$ cat src/shared/crossing_pkg.sv
// constants, types and helpers shared by the memory-mapped crossing adapter
// assumes one reference clock; the far-side rate is an enable pulse from a divider
package crossing_pkg;
    localparam int ADDR_W = 16;
    localparam int DATA_W = 32;
    localparam int CMD_W = 1 + ADDR_W + DATA_W;
    localparam int SYNC_LEN = 2;
    localparam int CMD_DEPTH = 4;
    localparam int RSP_DEPTH = 4;
    localparam int CNT_W = 3;
    localparam int DIV_W = 2;
    localparam logic [DIV_W-1:0] SLV_DIV_LAST = 2'h2;
    localparam logic WAIT_RST = 1'b1;

    typedef enum logic [1:0] {
        XING_HANDSHAKE = 2'h0,
        XING_FIFO = 2'h1,
        XING_AUTO = 2'h2
    } xing_mode_t;

    function automatic logic is_fifo_mode(input xing_mode_t mode, input logic bursts);
        is_fifo_mode = (mode == XING_FIFO) || ((mode == XING_AUTO) && bursts);
    endfunction

    function automatic logic toggled(input logic synced, input logic seen);
        toggled = synced ^ seen;
    endfunction
endpackage

$ cat src/rtl/mm_clock_crossing_adapter.sv
// memory-mapped crossing between an upstream master port and a slower downstream slave port
// assumes the slave side samples its port only on cycles where slv_en pulses
// Operation
// - handshake mode crosses requests by req/ack toggles
// - handshake starts next transfer only after delivery
// - fifo mode queues commands and responses
// - fifo mode allows several outstanding transactions
// - auto picks fifo for burst links
// - handshake adapter holds master until completion
// - in fifo mode the bridge buffers commands and data in queues
// - each accepted transfer is reissued downstream
// - downstream port idle without upstream access
// - return data and valid are registered
// - stall present in first request cycle in handshake mode; fifo mode stalls only when the command queue fills
// - first-cycle flag only in first cycle
// - stall output registered, never combinational from request
// - control toggles pass two-stage synchronizers
// - master stalled on capture, released after ack
`timescale 1ns/100ps
module mm_clock_crossing_adapter
    import crossing_pkg::*;
(
    // clock and reset
    input wire logic ref_clk,
    input wire logic rst,
    // configuration
    input wire xing_mode_t xing_mode,
    input wire logic link_bursts,
    // upstream master port
    input wire logic m_read,
    input wire logic m_write,
    input wire logic [ADDR_W-1:0] m_addr,
    input wire logic [DATA_W-1:0] m_wdata,
    output logic m_wait,
    output logic [DATA_W-1:0] m_rdata,
    output logic m_rvalid,
    // downstream slave port
    output logic slv_en,
    output logic s_read,
    output logic s_write,
    output logic [ADDR_W-1:0] s_addr,
    output logic [DATA_W-1:0] s_wdata,
    output logic s_first,
    input wire logic s_stall,
    input wire logic [DATA_W-1:0] s_rdata,
    input wire logic s_rvalid
);
    typedef enum logic [1:0] {M_IDLE, M_WAIT_ACK, M_RELEASE} mst_state_t;
    typedef enum logic [1:0] {S_IDLE, S_ISSUE, S_RDWAIT} slv_state_t;

    logic fifo_on, m_req;
    // master-side state
    mst_state_t mst_state_reg, mst_state_next;
    logic req_tgl_reg, req_tgl_next;
    logic [CMD_W-1:0] hs_cmd_reg, hs_cmd_next;
    logic wait_reg, wait_next;
    logic [DATA_W-1:0] rdata_reg, rdata_next;
    logic rvalid_reg, rvalid_next;
    logic [SYNC_LEN-1:0] ack_sync_reg, ack_sync_next;
    logic ack_seen_reg, ack_seen_next;
    // slave-side state
    slv_state_t slv_state_reg, slv_state_next;
    logic [CMD_W-1:0] cmd_reg, cmd_next;
    logic first_reg, first_next;
    logic ack_tgl_reg, ack_tgl_next;
    logic [DATA_W-1:0] hs_rdata_reg, hs_rdata_next;
    logic [SYNC_LEN-1:0] req_sync_reg, req_sync_next;
    logic req_seen_reg, req_seen_next;
    logic [DIV_W-1:0] div_reg, div_next;
    // queues
    logic cmd_push, cmd_pop, cmd_full, cmd_empty;
    logic [CMD_W-1:0] cmd_head;
    logic [CNT_W-1:0] cmd_count, cmd_count_after;
    logic rsp_push, rsp_pop, rsp_full, rsp_empty;
    logic [DATA_W-1:0] rsp_head;

    assign fifo_on = is_fifo_mode(xing_mode, link_bursts);
    assign m_req = m_read || m_write;

    // slower downstream rate as a one-cycle enable
    always_comb begin
        div_next = (div_reg == SLV_DIV_LAST) ? '0 : DIV_W'(div_reg + 1'b1);
    end
    assign slv_en = (div_reg == SLV_DIV_LAST);

    // command and response queues
    crossing_fifo #(.W(CMD_W), .DEPTH(CMD_DEPTH), .CW(CNT_W)) cmd_q (
        .clk(ref_clk),
        .rst(rst),
        .push(cmd_push),
        .wdata({m_write, m_addr, m_wdata}),
        .pop(cmd_pop),
        .rdata(cmd_head),
        .count(cmd_count),
        .full(cmd_full),
        .empty(cmd_empty)
    );

    crossing_fifo #(.W(DATA_W), .DEPTH(RSP_DEPTH), .CW(CNT_W)) rsp_q (
        .clk(ref_clk),
        .rst(rst),
        .push(rsp_push),
        .wdata(s_rdata),
        .pop(rsp_pop),
        .rdata(rsp_head),
        .count(),
        .full(rsp_full),
        .empty(rsp_empty)
    );

    // master side
    always_comb begin
        mst_state_next = mst_state_reg;
        req_tgl_next = req_tgl_reg;
        hs_cmd_next = hs_cmd_reg;
        rdata_next = rdata_reg;
        rvalid_next = 1'b0;
        ack_seen_next = ack_seen_reg;
        ack_sync_next = {ack_sync_reg[SYNC_LEN-2:0], ack_tgl_reg};
        cmd_push = fifo_on && m_req && !wait_reg;
        rsp_pop = fifo_on && !rsp_empty;
        cmd_count_after = CNT_W'(cmd_count + CNT_W'(cmd_push) - CNT_W'(cmd_pop));
        wait_next = WAIT_RST;
        if (fifo_on) begin
            wait_next = (cmd_count_after == CNT_W'(CMD_DEPTH));
            if (rsp_pop) begin
                rdata_next = rsp_head;
                rvalid_next = 1'b1;
            end
        end
        unique case (mst_state_reg)
            M_IDLE: begin
                if (!fifo_on && m_req) begin
                    hs_cmd_next = {m_write, m_addr, m_wdata};
                    req_tgl_next = !req_tgl_reg;
                    mst_state_next = M_WAIT_ACK;
                end
            end
            M_WAIT_ACK: begin
                wait_next = 1'b1;
                if (toggled(ack_sync_reg[SYNC_LEN-1], ack_seen_reg)) begin
                    ack_seen_next = !ack_seen_reg;
                    wait_next = 1'b0;
                    if (!hs_cmd_reg[CMD_W-1]) begin
                        rdata_next = hs_rdata_reg;
                        rvalid_next = 1'b1;
                    end
                    mst_state_next = M_RELEASE;
                end
            end
            M_RELEASE: begin
                wait_next = 1'b1;
                mst_state_next = M_IDLE;
            end
        endcase
    end

    always_ff @(posedge ref_clk) begin
        if (rst) begin
            mst_state_reg <= M_IDLE;
            req_tgl_reg <= 1'b0;
            hs_cmd_reg <= '0;
            wait_reg <= WAIT_RST;
            rdata_reg <= '0;
            rvalid_reg <= 1'b0;
            ack_sync_reg <= '0;
            ack_seen_reg <= 1'b0;
            div_reg <= '0;
        end else begin
            mst_state_reg <= mst_state_next;
            req_tgl_reg <= req_tgl_next;
            hs_cmd_reg <= hs_cmd_next;
            wait_reg <= wait_next;
            rdata_reg <= rdata_next;
            rvalid_reg <= rvalid_next;
            ack_sync_reg <= ack_sync_next;
            ack_seen_reg <= ack_seen_next;
            div_reg <= div_next;
        end
    end

    // slave side, advancing only on the downstream enable
    always_comb begin
        slv_state_next = slv_state_reg;
        cmd_next = cmd_reg;
        first_next = first_reg;
        ack_tgl_next = ack_tgl_reg;
        hs_rdata_next = hs_rdata_reg;
        req_seen_next = req_seen_reg;
        req_sync_next = {req_sync_reg[SYNC_LEN-2:0], req_tgl_reg};
        cmd_pop = 1'b0;
        rsp_push = 1'b0;
        if (slv_en) begin
            unique case (slv_state_reg)
                S_IDLE: begin
                    if (fifo_on && !cmd_empty && !rsp_full) begin
                        cmd_pop = 1'b1;
                        cmd_next = cmd_head;
                        first_next = 1'b1;
                        slv_state_next = S_ISSUE;
                    end else if (!fifo_on
                            && toggled(req_sync_reg[SYNC_LEN-1], req_seen_reg)) begin
                        req_seen_next = !req_seen_reg;
                        cmd_next = hs_cmd_reg;
                        first_next = 1'b1;
                        slv_state_next = S_ISSUE;
                    end
                end
                S_ISSUE: begin
                    first_next = 1'b0;
                    if (!s_stall) begin
                        if (cmd_reg[CMD_W-1]) begin
                            ack_tgl_next = fifo_on ? ack_tgl_reg : !ack_tgl_reg;
                            slv_state_next = S_IDLE;
                        end else begin
                            slv_state_next = S_RDWAIT;
                        end
                    end
                end
                S_RDWAIT: begin
                    if (s_rvalid) begin
                        rsp_push = fifo_on;
                        if (!fifo_on) begin
                            hs_rdata_next = s_rdata;
                            ack_tgl_next = !ack_tgl_reg;
                        end
                        slv_state_next = S_IDLE;
                    end
                end
                default: slv_state_next = S_IDLE;
            endcase
        end
    end

    always_ff @(posedge ref_clk) begin
        if (rst) begin
            slv_state_reg <= S_IDLE;
            cmd_reg <= '0;
            first_reg <= 1'b0;
            ack_tgl_reg <= 1'b0;
            hs_rdata_reg <= '0;
            req_sync_reg <= '0;
            req_seen_reg <= 1'b0;
        end else begin
            slv_state_reg <= slv_state_next;
            cmd_reg <= cmd_next;
            first_reg <= first_next;
            ack_tgl_reg <= ack_tgl_next;
            hs_rdata_reg <= hs_rdata_next;
            req_sync_reg <= req_sync_next;
            req_seen_reg <= req_seen_next;
        end
    end

    assign m_wait = wait_reg;
    assign m_rdata = rdata_reg;
    assign m_rvalid = rvalid_reg;
    assign s_read = (slv_state_reg == S_ISSUE) && !cmd_reg[CMD_W-1];
    assign s_write = (slv_state_reg == S_ISSUE) && cmd_reg[CMD_W-1];
    assign s_addr = cmd_reg[CMD_W-2:DATA_W];
    assign s_wdata = cmd_reg[DATA_W-1:0];
    assign s_first = first_reg;
endmodule

$ cat src/rtl/crossing_fifo.sv
// small synchronous queue used for the command and response paths
// assumes push and pop come from logic on the same clock
`timescale 1ns/100ps
module crossing_fifo #(
    parameter int W = 8,
    parameter int DEPTH = 4,
    parameter int CW = 3
) (
    // clock and reset
    input wire logic clk,
    input wire logic rst,
    // fill side
    input wire logic push,
    input wire logic [W-1:0] wdata,
    // drain side
    input wire logic pop,
    output logic [W-1:0] rdata,
    // level
    output logic [CW-1:0] count,
    output logic full,
    output logic empty
);
    localparam int PW = $clog2(DEPTH);

    logic [W-1:0] mem [DEPTH];
    logic [PW-1:0] wr_ptr_reg, wr_ptr_next, rd_ptr_reg, rd_ptr_next;
    logic [CW-1:0] count_reg, count_next;
    logic do_push, do_pop;

    // never overwrites a queued entry nor reads an empty queue
    always_comb begin
        do_push = push && (count_reg != CW'(DEPTH));
        do_pop = pop && (count_reg != '0);
        wr_ptr_next = do_push ? PW'(wr_ptr_reg + 1'b1) : wr_ptr_reg;
        rd_ptr_next = do_pop ? PW'(rd_ptr_reg + 1'b1) : rd_ptr_reg;
        count_next = CW'(count_reg + CW'(do_push) - CW'(do_pop));
    end

    always_ff @(posedge clk) begin
        if (rst) begin
            wr_ptr_reg <= '0;
            rd_ptr_reg <= '0;
            count_reg <= '0;
        end else begin
            wr_ptr_reg <= wr_ptr_next;
            rd_ptr_reg <= rd_ptr_next;
            count_reg <= count_next;
        end
    end

    always_ff @(posedge clk) begin
        if (do_push) begin
            mem[wr_ptr_reg] <= wdata;
        end
    end

    assign rdata = mem[rd_ptr_reg];
    assign count = count_reg;
    assign full = (count_reg == CW'(DEPTH));
    assign empty = (count_reg == '0);
endmodule

$ cat config.mk
export PLATFORM = sky130hd
export DESIGN_NAME = mm_clock_crossing_adapter
export DESIGN_NICKNAME = d
export VERILOG_FILES = /design/src/shared/crossing_pkg.sv /design/src/rtl/mm_clock_crossing_adapter.sv /design/src/rtl/crossing_fifo.sv
export SDC_FILE = /design/constraint.sdc
export NUM_CORES = 1
export LEC_CHECK = 0
export BUFFER_PORTS_ARGS = -buffer_cell sky130_fd_sc_hd__buf_4
export CORE_MARGIN = 3
export CORE_UTILIZATION = 35
export DETAILED_ROUTE_END_ITERATION = 12
export GPL_TIMING_DRIVEN = 1
export PLACE_DENSITY = 0.54
export SETUP_SLACK_MARGIN = 0.2
export SLEW_MARGIN = 20
export SYNTH_ARGS = -nofsm -noshare
export SYNTH_HDL_FRONTEND = slang
export SYNTH_SLANG_ARGS = --single-unit
$ cat constraint.sdc
create_clock -name ref_clk -period 4.2 [get_ports ref_clk]
set_input_delay 1.26 -clock ref_clk [delete_from_list [all_inputs] [get_ports ref_clk]]
set_output_delay 1.26 -clock ref_clk [all_outputs]
set_load 0.01 [all_outputs]
**Word-level counts from Yosys, hierarchy flattened**

Memories as Yosys holds them, arrays and structs flattened. A register that Yosys moved wholly into a read port is not among the register bits.
Index checks and enable logic that the tools add are counted.

- Equality and inequality tests: 17
- Reduce and logical (&&, ||, !) cells: 45
- Muxes and demuxes: 46
- Add/subtract/negate cells: 11
- Bitwise logic cells: 4

Operators by type and width:

| cell | number |
|---|---|
| $mux 32 | 5 |
| $mux 49 | 2 |
| $mux 1 | 23 |
| $mux 2 | 11 |
| $logic_and 1x1->1 | 14 |
| $pmux 2 s3 | 2 |
| $reduce_and 4->1 | 3 |
| $add 2x1->2 const B | 5 |
| $logic_not 1->1 | 10 |
| $ne 2x2->1 const B | 5 |
| $add 3x1->3 | 3 |
| $ne 3x3->1 const B | 3 |
| $sub 3x1->3 | 3 |
| $eq 2x2->1 const B | 4 |
| $eq 2x1->1 const B | 3 |
| $eq 3x3->1 const B | 2 |
| $logic_not 3->1 | 2 |
| $pmux 1 s2 | 3 |
| $reduce_and 2->1 | 3 |
| $reduce_and 3->1 | 2 |
| $reduce_bool 2->1 | 3 |
| $reduce_bool 3->1 | 2 |
| $reduce_and 5->1 | 1 |
| $logic_not 2->1 | 2 |
| other kinds (4) | 7 |

- Bits of input ports: 89
- Register bits: 193
- Memories kept: 2
- Word-level logic and storage cells: 147
- Bits in writable memories: 324

Memory list:

| name | depth | width | read ports | clocked after memory_dff | write ports | line | text |
|---|---|---|---|---|---|---|---|
| cmd_q.mem | 4 | 49 | 1 | 1 | 1 | crossing_fifo.sv:25 | `logic [W-1:0] mem [DEPTH];` |
| rsp_q.mem | 4 | 32 | 1 | 1 | 1 | crossing_fifo.sv:25 |  |

**Longest topological paths before layout**

- Word-level depth: 12
- Mapped depth: 15
- Depth with buffers taken out: 13

**Cells and area by module**

From an unflattened synthesis, not the netlist that was laid out.

- Cell total of the unflattened synthesis: 1,418
- Area total of the unflattened synthesis: 20,731.1 µm²

By module, submodules not included:

| module | area an instance (µm²) | times used | cells each |
|---|---|---|---|
| mm_clock_crossing_adapter | 8,050.2 | 1 | 893 |
| crossing_fifo (cmd_q) | 7,554.7 | 1 | 307 |
| crossing_fifo (rsp_q) | 5,126.2 | 1 | 218 |

**Worst setup path after synthesis**

Ideal clock, no wire load.

- Kind: input -> register
- Start: input xing_mode[1]
- End: memory cmd_q.mem[1][0] in the netlist's numbering, enable pin
- Path slack: 520 ps
- Data arrival time: 3,269 ps
- Setup time: 412 ps
- Data required time: 3,788 ps
- Stages on the path: 4
- Path through: nand2b_1 > buf_4 > a2111oi_4 > and2_1

- Longest elaborated chain between the ends: 8

RTL lines:

| element | line | text |
|---|---|---|
| from (decl) | mm_clock_crossing_adapter.sv:27 | `input wire xing_mode_t xing_mode,` |
| $eq 2x2->1 | crossing_pkg.sv:22 | `is_fifo_mode = (mode == XING_FIFO) \|\| ((mode == XING_AUTO) && bursts);` |
| $logic_and 1x1->1 | crossing_pkg.sv:22 |  |
| $logic_or 1x1->1 (*) | crossing_pkg.sv:22 |  |
| $logic_and 1x1->1 (*) (2 in a row) | mm_clock_crossing_adapter.sv:120 | `cmd_push = fifo_on && m_req && !wait_reg;` |
| $logic_and 1x1->1 (*) | crossing_fifo.sv:32 | `do_push = push && (count_reg != CW'(DEPTH));` |
| via cmd_q.do_push | crossing_fifo.sv:28 | `logic do_push, do_pop;` |
| $mux 1 (*) | crossing_fifo.sv:52 | `if (do_push) begin` |
| $mux 1 (implied by the code) (*) | crossing_fifo.sv:53 | `mem[wr_ptr_reg] <= wdata;` |
| to (decl) | crossing_fifo.sv:25 |  |

Mark *: on every way through the listed nets, which the timed path passes. The rest lies on a longest branch.

**Worst setup path in the final report**

- Start: register slv_state_reg[1]
- End: output s_write

- Longest elaborated chain between the ends: 2

RTL lines:

| element | line | text |
|---|---|---|
| from (decl) | mm_clock_crossing_adapter.sv:62 | `slv_state_t slv_state_reg, slv_state_next;` |
| from (signal assigned) | mm_clock_crossing_adapter.sv:245 | `slv_state_reg <= slv_state_next;` |
| $eq 2x1->1 | mm_clock_crossing_adapter.sv:259 | `assign s_write = (slv_state_reg == S_ISSUE) && cmd_reg[CMD_W-1];` |
| $logic_and 1x1->1 | mm_clock_crossing_adapter.sv:259 |  |
| to (decl) | mm_clock_crossing_adapter.sv:40 | `output logic s_write,` |

No other way between the ends.

==> impl.org <==
** Outcome
- The flow ran to the end, and the final reports show no timing, DRC or antenna violations.

** CTS
- Root cell of the clock tree :: sky130_fd_sc_hd__clkbuf_16
- No sink is reached through more buffers than the 3 on the longest clock path.
- Hold buffers post-CTS :: 0
- Level count of the clock H-tree :: 2
- Setup Fix Bufs, Post-CTS :: 0
- For this design, the sink count on the clock tree is 521.
- Inserted Clock Buffers :: 54
- After clock tree synthesis, the clock-pin slew on the worst setup and hold paths is 0.06 ns.
- After clock tree synthesis, the repair step resized 0 gates.
- The clock reaches the later pin of the worst-skew pair after 0.60 ns.
- CTS tree :: yes

** Power
- Of the total power, the clock network draws 0.418.
- Of the total power, combinational logic draws 0.092.
- In this run the static leakage power is about 0.0083 uW.
- Switching power :: 2700 uW
- The share of total power dissipated in sequential elements is 0.490.
- Peak ir drop on the vdd network :: 0.327 mV
- The internal portion of the total power is ~8900 uW.
- Power Density :: 489 mW/mm2
- Proportion of total power due to net switching :: 0.232

** STA
- Number of failing hold endpoints at the final stage :: 0
- For the final routed database, the setup TNS stands at 0 ns.
- Headroom to the max-slew limit came out at 0.456.
- Worst Tran Pin Value :: 0.816 ns
- Tmin final :: 3.03 ns
- Clock skew on the completed layout was measured at 0.0249 ns.
- Final Setup Violations :: 0
- Once routing completed, OpenROAD measured the worst setup slack at 1.17 ns.
- Upper clock frequency limit :: ~330 MHz
- The max-slew violation total from the final report is 0.
- Final-layout worst hold slack :: 0.428 ns
- Final period util :: 0.722
- Setup repair after global routing left no endpoint under its margin.

** Place
- Pre-CTS setup slack :: ~0.7 ns
- Total instance count after detailed placement :: 2223
- Total half-perimeter wirelength after legalization and detailed placement :: about 27000 um
- Routability congestion estimate :: 0.713
- During placement, the flow inserted port buffers numbering about 170.

** Layout
- cmd_q.mem holds more flip-flops than any other register.
- The register with the most flip-flops in the layout has 196 of them.
- The filler cells instantiated in the layout total 5181.
- Layout overhead on the synthesized area :: 17.9%
- Net count, final :: 1637
- Largest registers :: cmd_q.mem (196), rsp_q.mem (128)
- Once layout is complete, the cells apart from fillers number around 2300.
- Fraction of layout cells with a size suffix above 1 :: 0.250

** Yosys
- For this run, asynchronously set or reset flops after synthesis account for 0.
- The number of nets in the synthesized netlist is 1512.
- In this run, synthesis inferred 324 flip-flops with an integrated enable.
- Post-Synthesis Cells :: 1398
- Post-synthesis cell type count :: 53
- Of the synthesized area, sequential elements account for 0.677.
- Counting flops and latches in the post-synthesis netlist gives 521.
- In the synthesized netlist the dominant register cell turns out to be sky130_fd_sc_hd__edfxtp_1.
- Mapped cell area :: 0.0202 mm2
- Yosys warning total :: 0
- The average instance in the mapped netlist occupies roughly 14 um2.

** Worst setup path
- Family with the most delay on the worst path :: buffers and inverters
- Launching element type of the critical path :: register
- The critical path is of the reg2out type.
- Arrival time at the worst endpoint :: about 1.8 ns
- Ordered list of cells on the worst path :: inv_1, ha_1, inv_1, nor2_1, buf_4
- Cell repeated most along the worst path :: sky130_fd_sc_hd__inv_1
- The slowest stage of the critical path belongs to the cell sky130_fd_sc_hd__dfxtp_1.
- Largest fanout on the critical path :: 4
- Type of destination of the critical path :: primary output
- Total buffers and inverters traversed by the critical path :: 3
- Maximum cell stage delay along the critical path :: ~0.32 ns
- Required time of the worst setup path :: 2.94 ns

** Drt
- Residual DRC count :: 0
- Dividing the detail-routed wire length by the instance count gives 20.1 um.
- The pre-antenna-repair detailed-routing pass consisted of 5 iterations.
- Starting DRC count in detailed routing :: 726
- Final ANT Viol Nets :: 0
- Post-Route WL :: 46800 um
- The final route contains 11500 vias.
- After detailed routing, the number of vias per cell comes to 4.96.

** Global route
- The number of global-route vias before repair came to 11800.
- For met3 alone, demand over resource in global routing was 0.0366.
- The initial antenna violation count was 5.
- Met1 track demand over resource :: 0.199
- Pin count of the biggest net entering global routing :: 66
- GRT Util Overall :: 0.154
- The total overflow left after global routing is 0.
- After global routing, the most crowded layer is met2.
- Met2 track utilization from global routing :: 0.261
- Global-route wire length before repair :: 71500 um

** Floorplan
- For this configuration, the core starts out at a cell density of 0.356.
- The floorplan step set the die width to 246 um.
- The floorplan has 87 rows.
- The die covers roughly 0.06 mm2.
- Core Box Area :: around 0.057 mm2
- Total I/O pin count :: 175
- In this run the vertical extent of the chip is roughly 250 um.

** Job
- MaxCap Viol Count :: 0

** Min path
- The worst hold path belongs to the class reg2reg.
-- through the flow --
| stage | total power (uW) | util | cell area, um2 |
|---|---|---|---|
| after CTS | 11800 | 0.420 | 23800 |
| after floorplan | 6500 | - | 20200 |
| final | 11600 | 0.420 | 23800 |
| after detailed placement | 6900 | 0.387 | 22000 |
| after global routing | 12100 | 0.420 | 23800 |
| after global placement | 6880 | 0.387 | 22000 |
-- Yosys cell counts, types with 4 or more instances --
cell / instances / area share
sky130_fd_sc_hd__xor2_1: 4 / 0.0017
sky130_fd_sc_hd__nor3_1: 4 / 0.00099
sky130_fd_sc_hd__and2_1: 9 / 0.0028
sky130_fd_sc_hd__dfxtp_1: 197 / 0.20
sky130_fd_sc_hd__a211oi_1: 82 / 0.031
sky130_fd_sc_hd__nor2_1: 52 / 0.0097
sky130_fd_sc_hd__nor2b_1: 9 / 0.0028
sky130_fd_sc_hd__buf_6: 8 / 0.0045
sky130_fd_sc_hd__inv_1: 77 / 0.014
sky130_fd_sc_hd__mux2i_1: 36 / 0.018
sky130_fd_sc_hd__xnor2_1: 9 / 0.0039
sky130_fd_sc_hd__mux4_2: 81 / 0.090
sky130_fd_sc_hd__o22ai_1: 49 / 0.015
sky130_fd_sc_hd__clkbuf_1: 46 / 0.0086
sky130_fd_sc_hd__nor4_1: 4 / 0.0012
sky130_fd_sc_hd__edfxtp_1: 324 / 0.48
sky130_fd_sc_hd__a21oi_1: 86 / 0.021
sky130_fd_sc_hd__ha_1: 22 / 0.014
sky130_fd_sc_hd__buf_4: 54 / 0.020
sky130_fd_sc_hd__or3_1: 4 / 0.0012
sky130_fd_sc_hd__buf_2: 24 / 0.0060
sky130_fd_sc_hd__nand2_1: 170 / 0.032
-- routing by layer --
layer	wire (um)	part of all wire	vias to the layer above
met1	20000	0.43	5828
met3	2800	0.060	74
met5	31	0.00066	-
met4	1060	0.023	4
met2	22900	0.49	272
li1	-	-	5367
-- kinds of logic (layout without fill, tap and decap cells) --
group,after synthesis,count (layout),share of synthesized area
flip-flops,521,521,0.677
AND/OR/NAND/NOR,271,271,0.0580
AO/OA/AOI/OAI,238,238,0.0779
buffers and inverters,213,384,0.0560
multiplexers,117,117,0.108
adder cells (fa/ha/maj),25,25,0.0166
XOR/XNOR,13,13,0.00564
other,0,3,0
-- area by class of cell --
cell class              instances  area (um2)  share of cell area
diodes                          3        7.51            0.000315
multi-input cells             664        5420               0.228
clock inverters                33         348              0.0146
repair buffers                205        1630              0.0685
flip-flops and latches        521       13700               0.575
clock buffers                  69        1480              0.0621
well taps                     756         946              0.0397
inverters                      77         289              0.0121
-- worst paths after layout --
kind / start / endpoint / slack [ns] / cells past startpoint
setup / recovery: slv_state_reg[1] / s_write / 1.17 / 5
hold reg to reg: div_reg[0] / div_reg[0] / 0.43 / 1
hold / removal: div_reg[0] / div_reg[0] / 0.43 / 1
setup reg to reg: slv_state_reg[0] / m_wait / 1.34 / 13
-- power groups by stage --
| stage | clock [uW] | sequential, uW | combinational, uW |
|---|---|---|---|
| 2_1_floorplan | 0 | 5790 | 706 |
| 4_1_cts | 5010 | 5710 | 1090 |
| 3_5_place_dp | 0 | 5820 | 1080 |
| 6_report | 4870 | 5710 | 1070 |
| 3_3_place_gp | 0 | 5820 | 1070 |
| 5_1_grt | 5210 | 5730 | 1180 |
-- layout by cell type (no fill, tap or decap), types with 3 or more instances in the layout --
master	netlist	final
sky130_fd_sc_hd__ha_1	22	22
sky130_fd_sc_hd__nand2_1	170	170
sky130_fd_sc_hd__buf_12	1	7
sky130_fd_sc_hd__clkinv_2	0	12
sky130_fd_sc_hd__inv_1	77	77
sky130_fd_sc_hd__nor3_1	4	4
sky130_fd_sc_hd__mux2i_1	36	36
sky130_fd_sc_hd__clkbuf_8	0	7
sky130_fd_sc_hd__nand2b_1	3	3
sky130_fd_sc_hd__dfxtp_1	197	194
sky130_fd_sc_hd__nand3_1	3	3
sky130_fd_sc_hd__mux4_2	81	81
sky130_fd_sc_hd__buf_4	54	197
sky130_fd_sc_hd__nor2b_1	9	9
sky130_fd_sc_hd__inv_6	0	3
sky130_fd_sc_hd__or3_1	4	4
sky130_fd_sc_hd__clkinvlp_4	0	3
sky130_fd_sc_hd__nor4_1	4	4
sky130_fd_sc_hd__clkbuf_1	46	8
sky130_fd_sc_hd__clkbuf_16	0	54
sky130_fd_sc_hd__xnor2_1	9	9
sky130_fd_sc_hd__fa_1	3	3
sky130_fd_sc_hd__nor2_1	52	52
sky130_fd_sc_hd__and2_1	9	5
sky130_fd_sc_hd__bufinv_16	0	6
sky130_fd_sc_hd__o22ai_1	49	49
sky130_fd_sc_hd__a211oi_1	82	82
sky130_fd_sc_hd__a21oi_1	86	86
sky130_fd_sc_hd__xor2_1	4	4
sky130_fd_sc_hd__and2_2	0	4
sky130_fd_sc_hd__clkinv_1	0	6
sky130_fd_sc_hd__diode_2	0	3
sky130_fd_sc_hd__edfxtp_1	324	324
(Power assumes the default switching activity.)
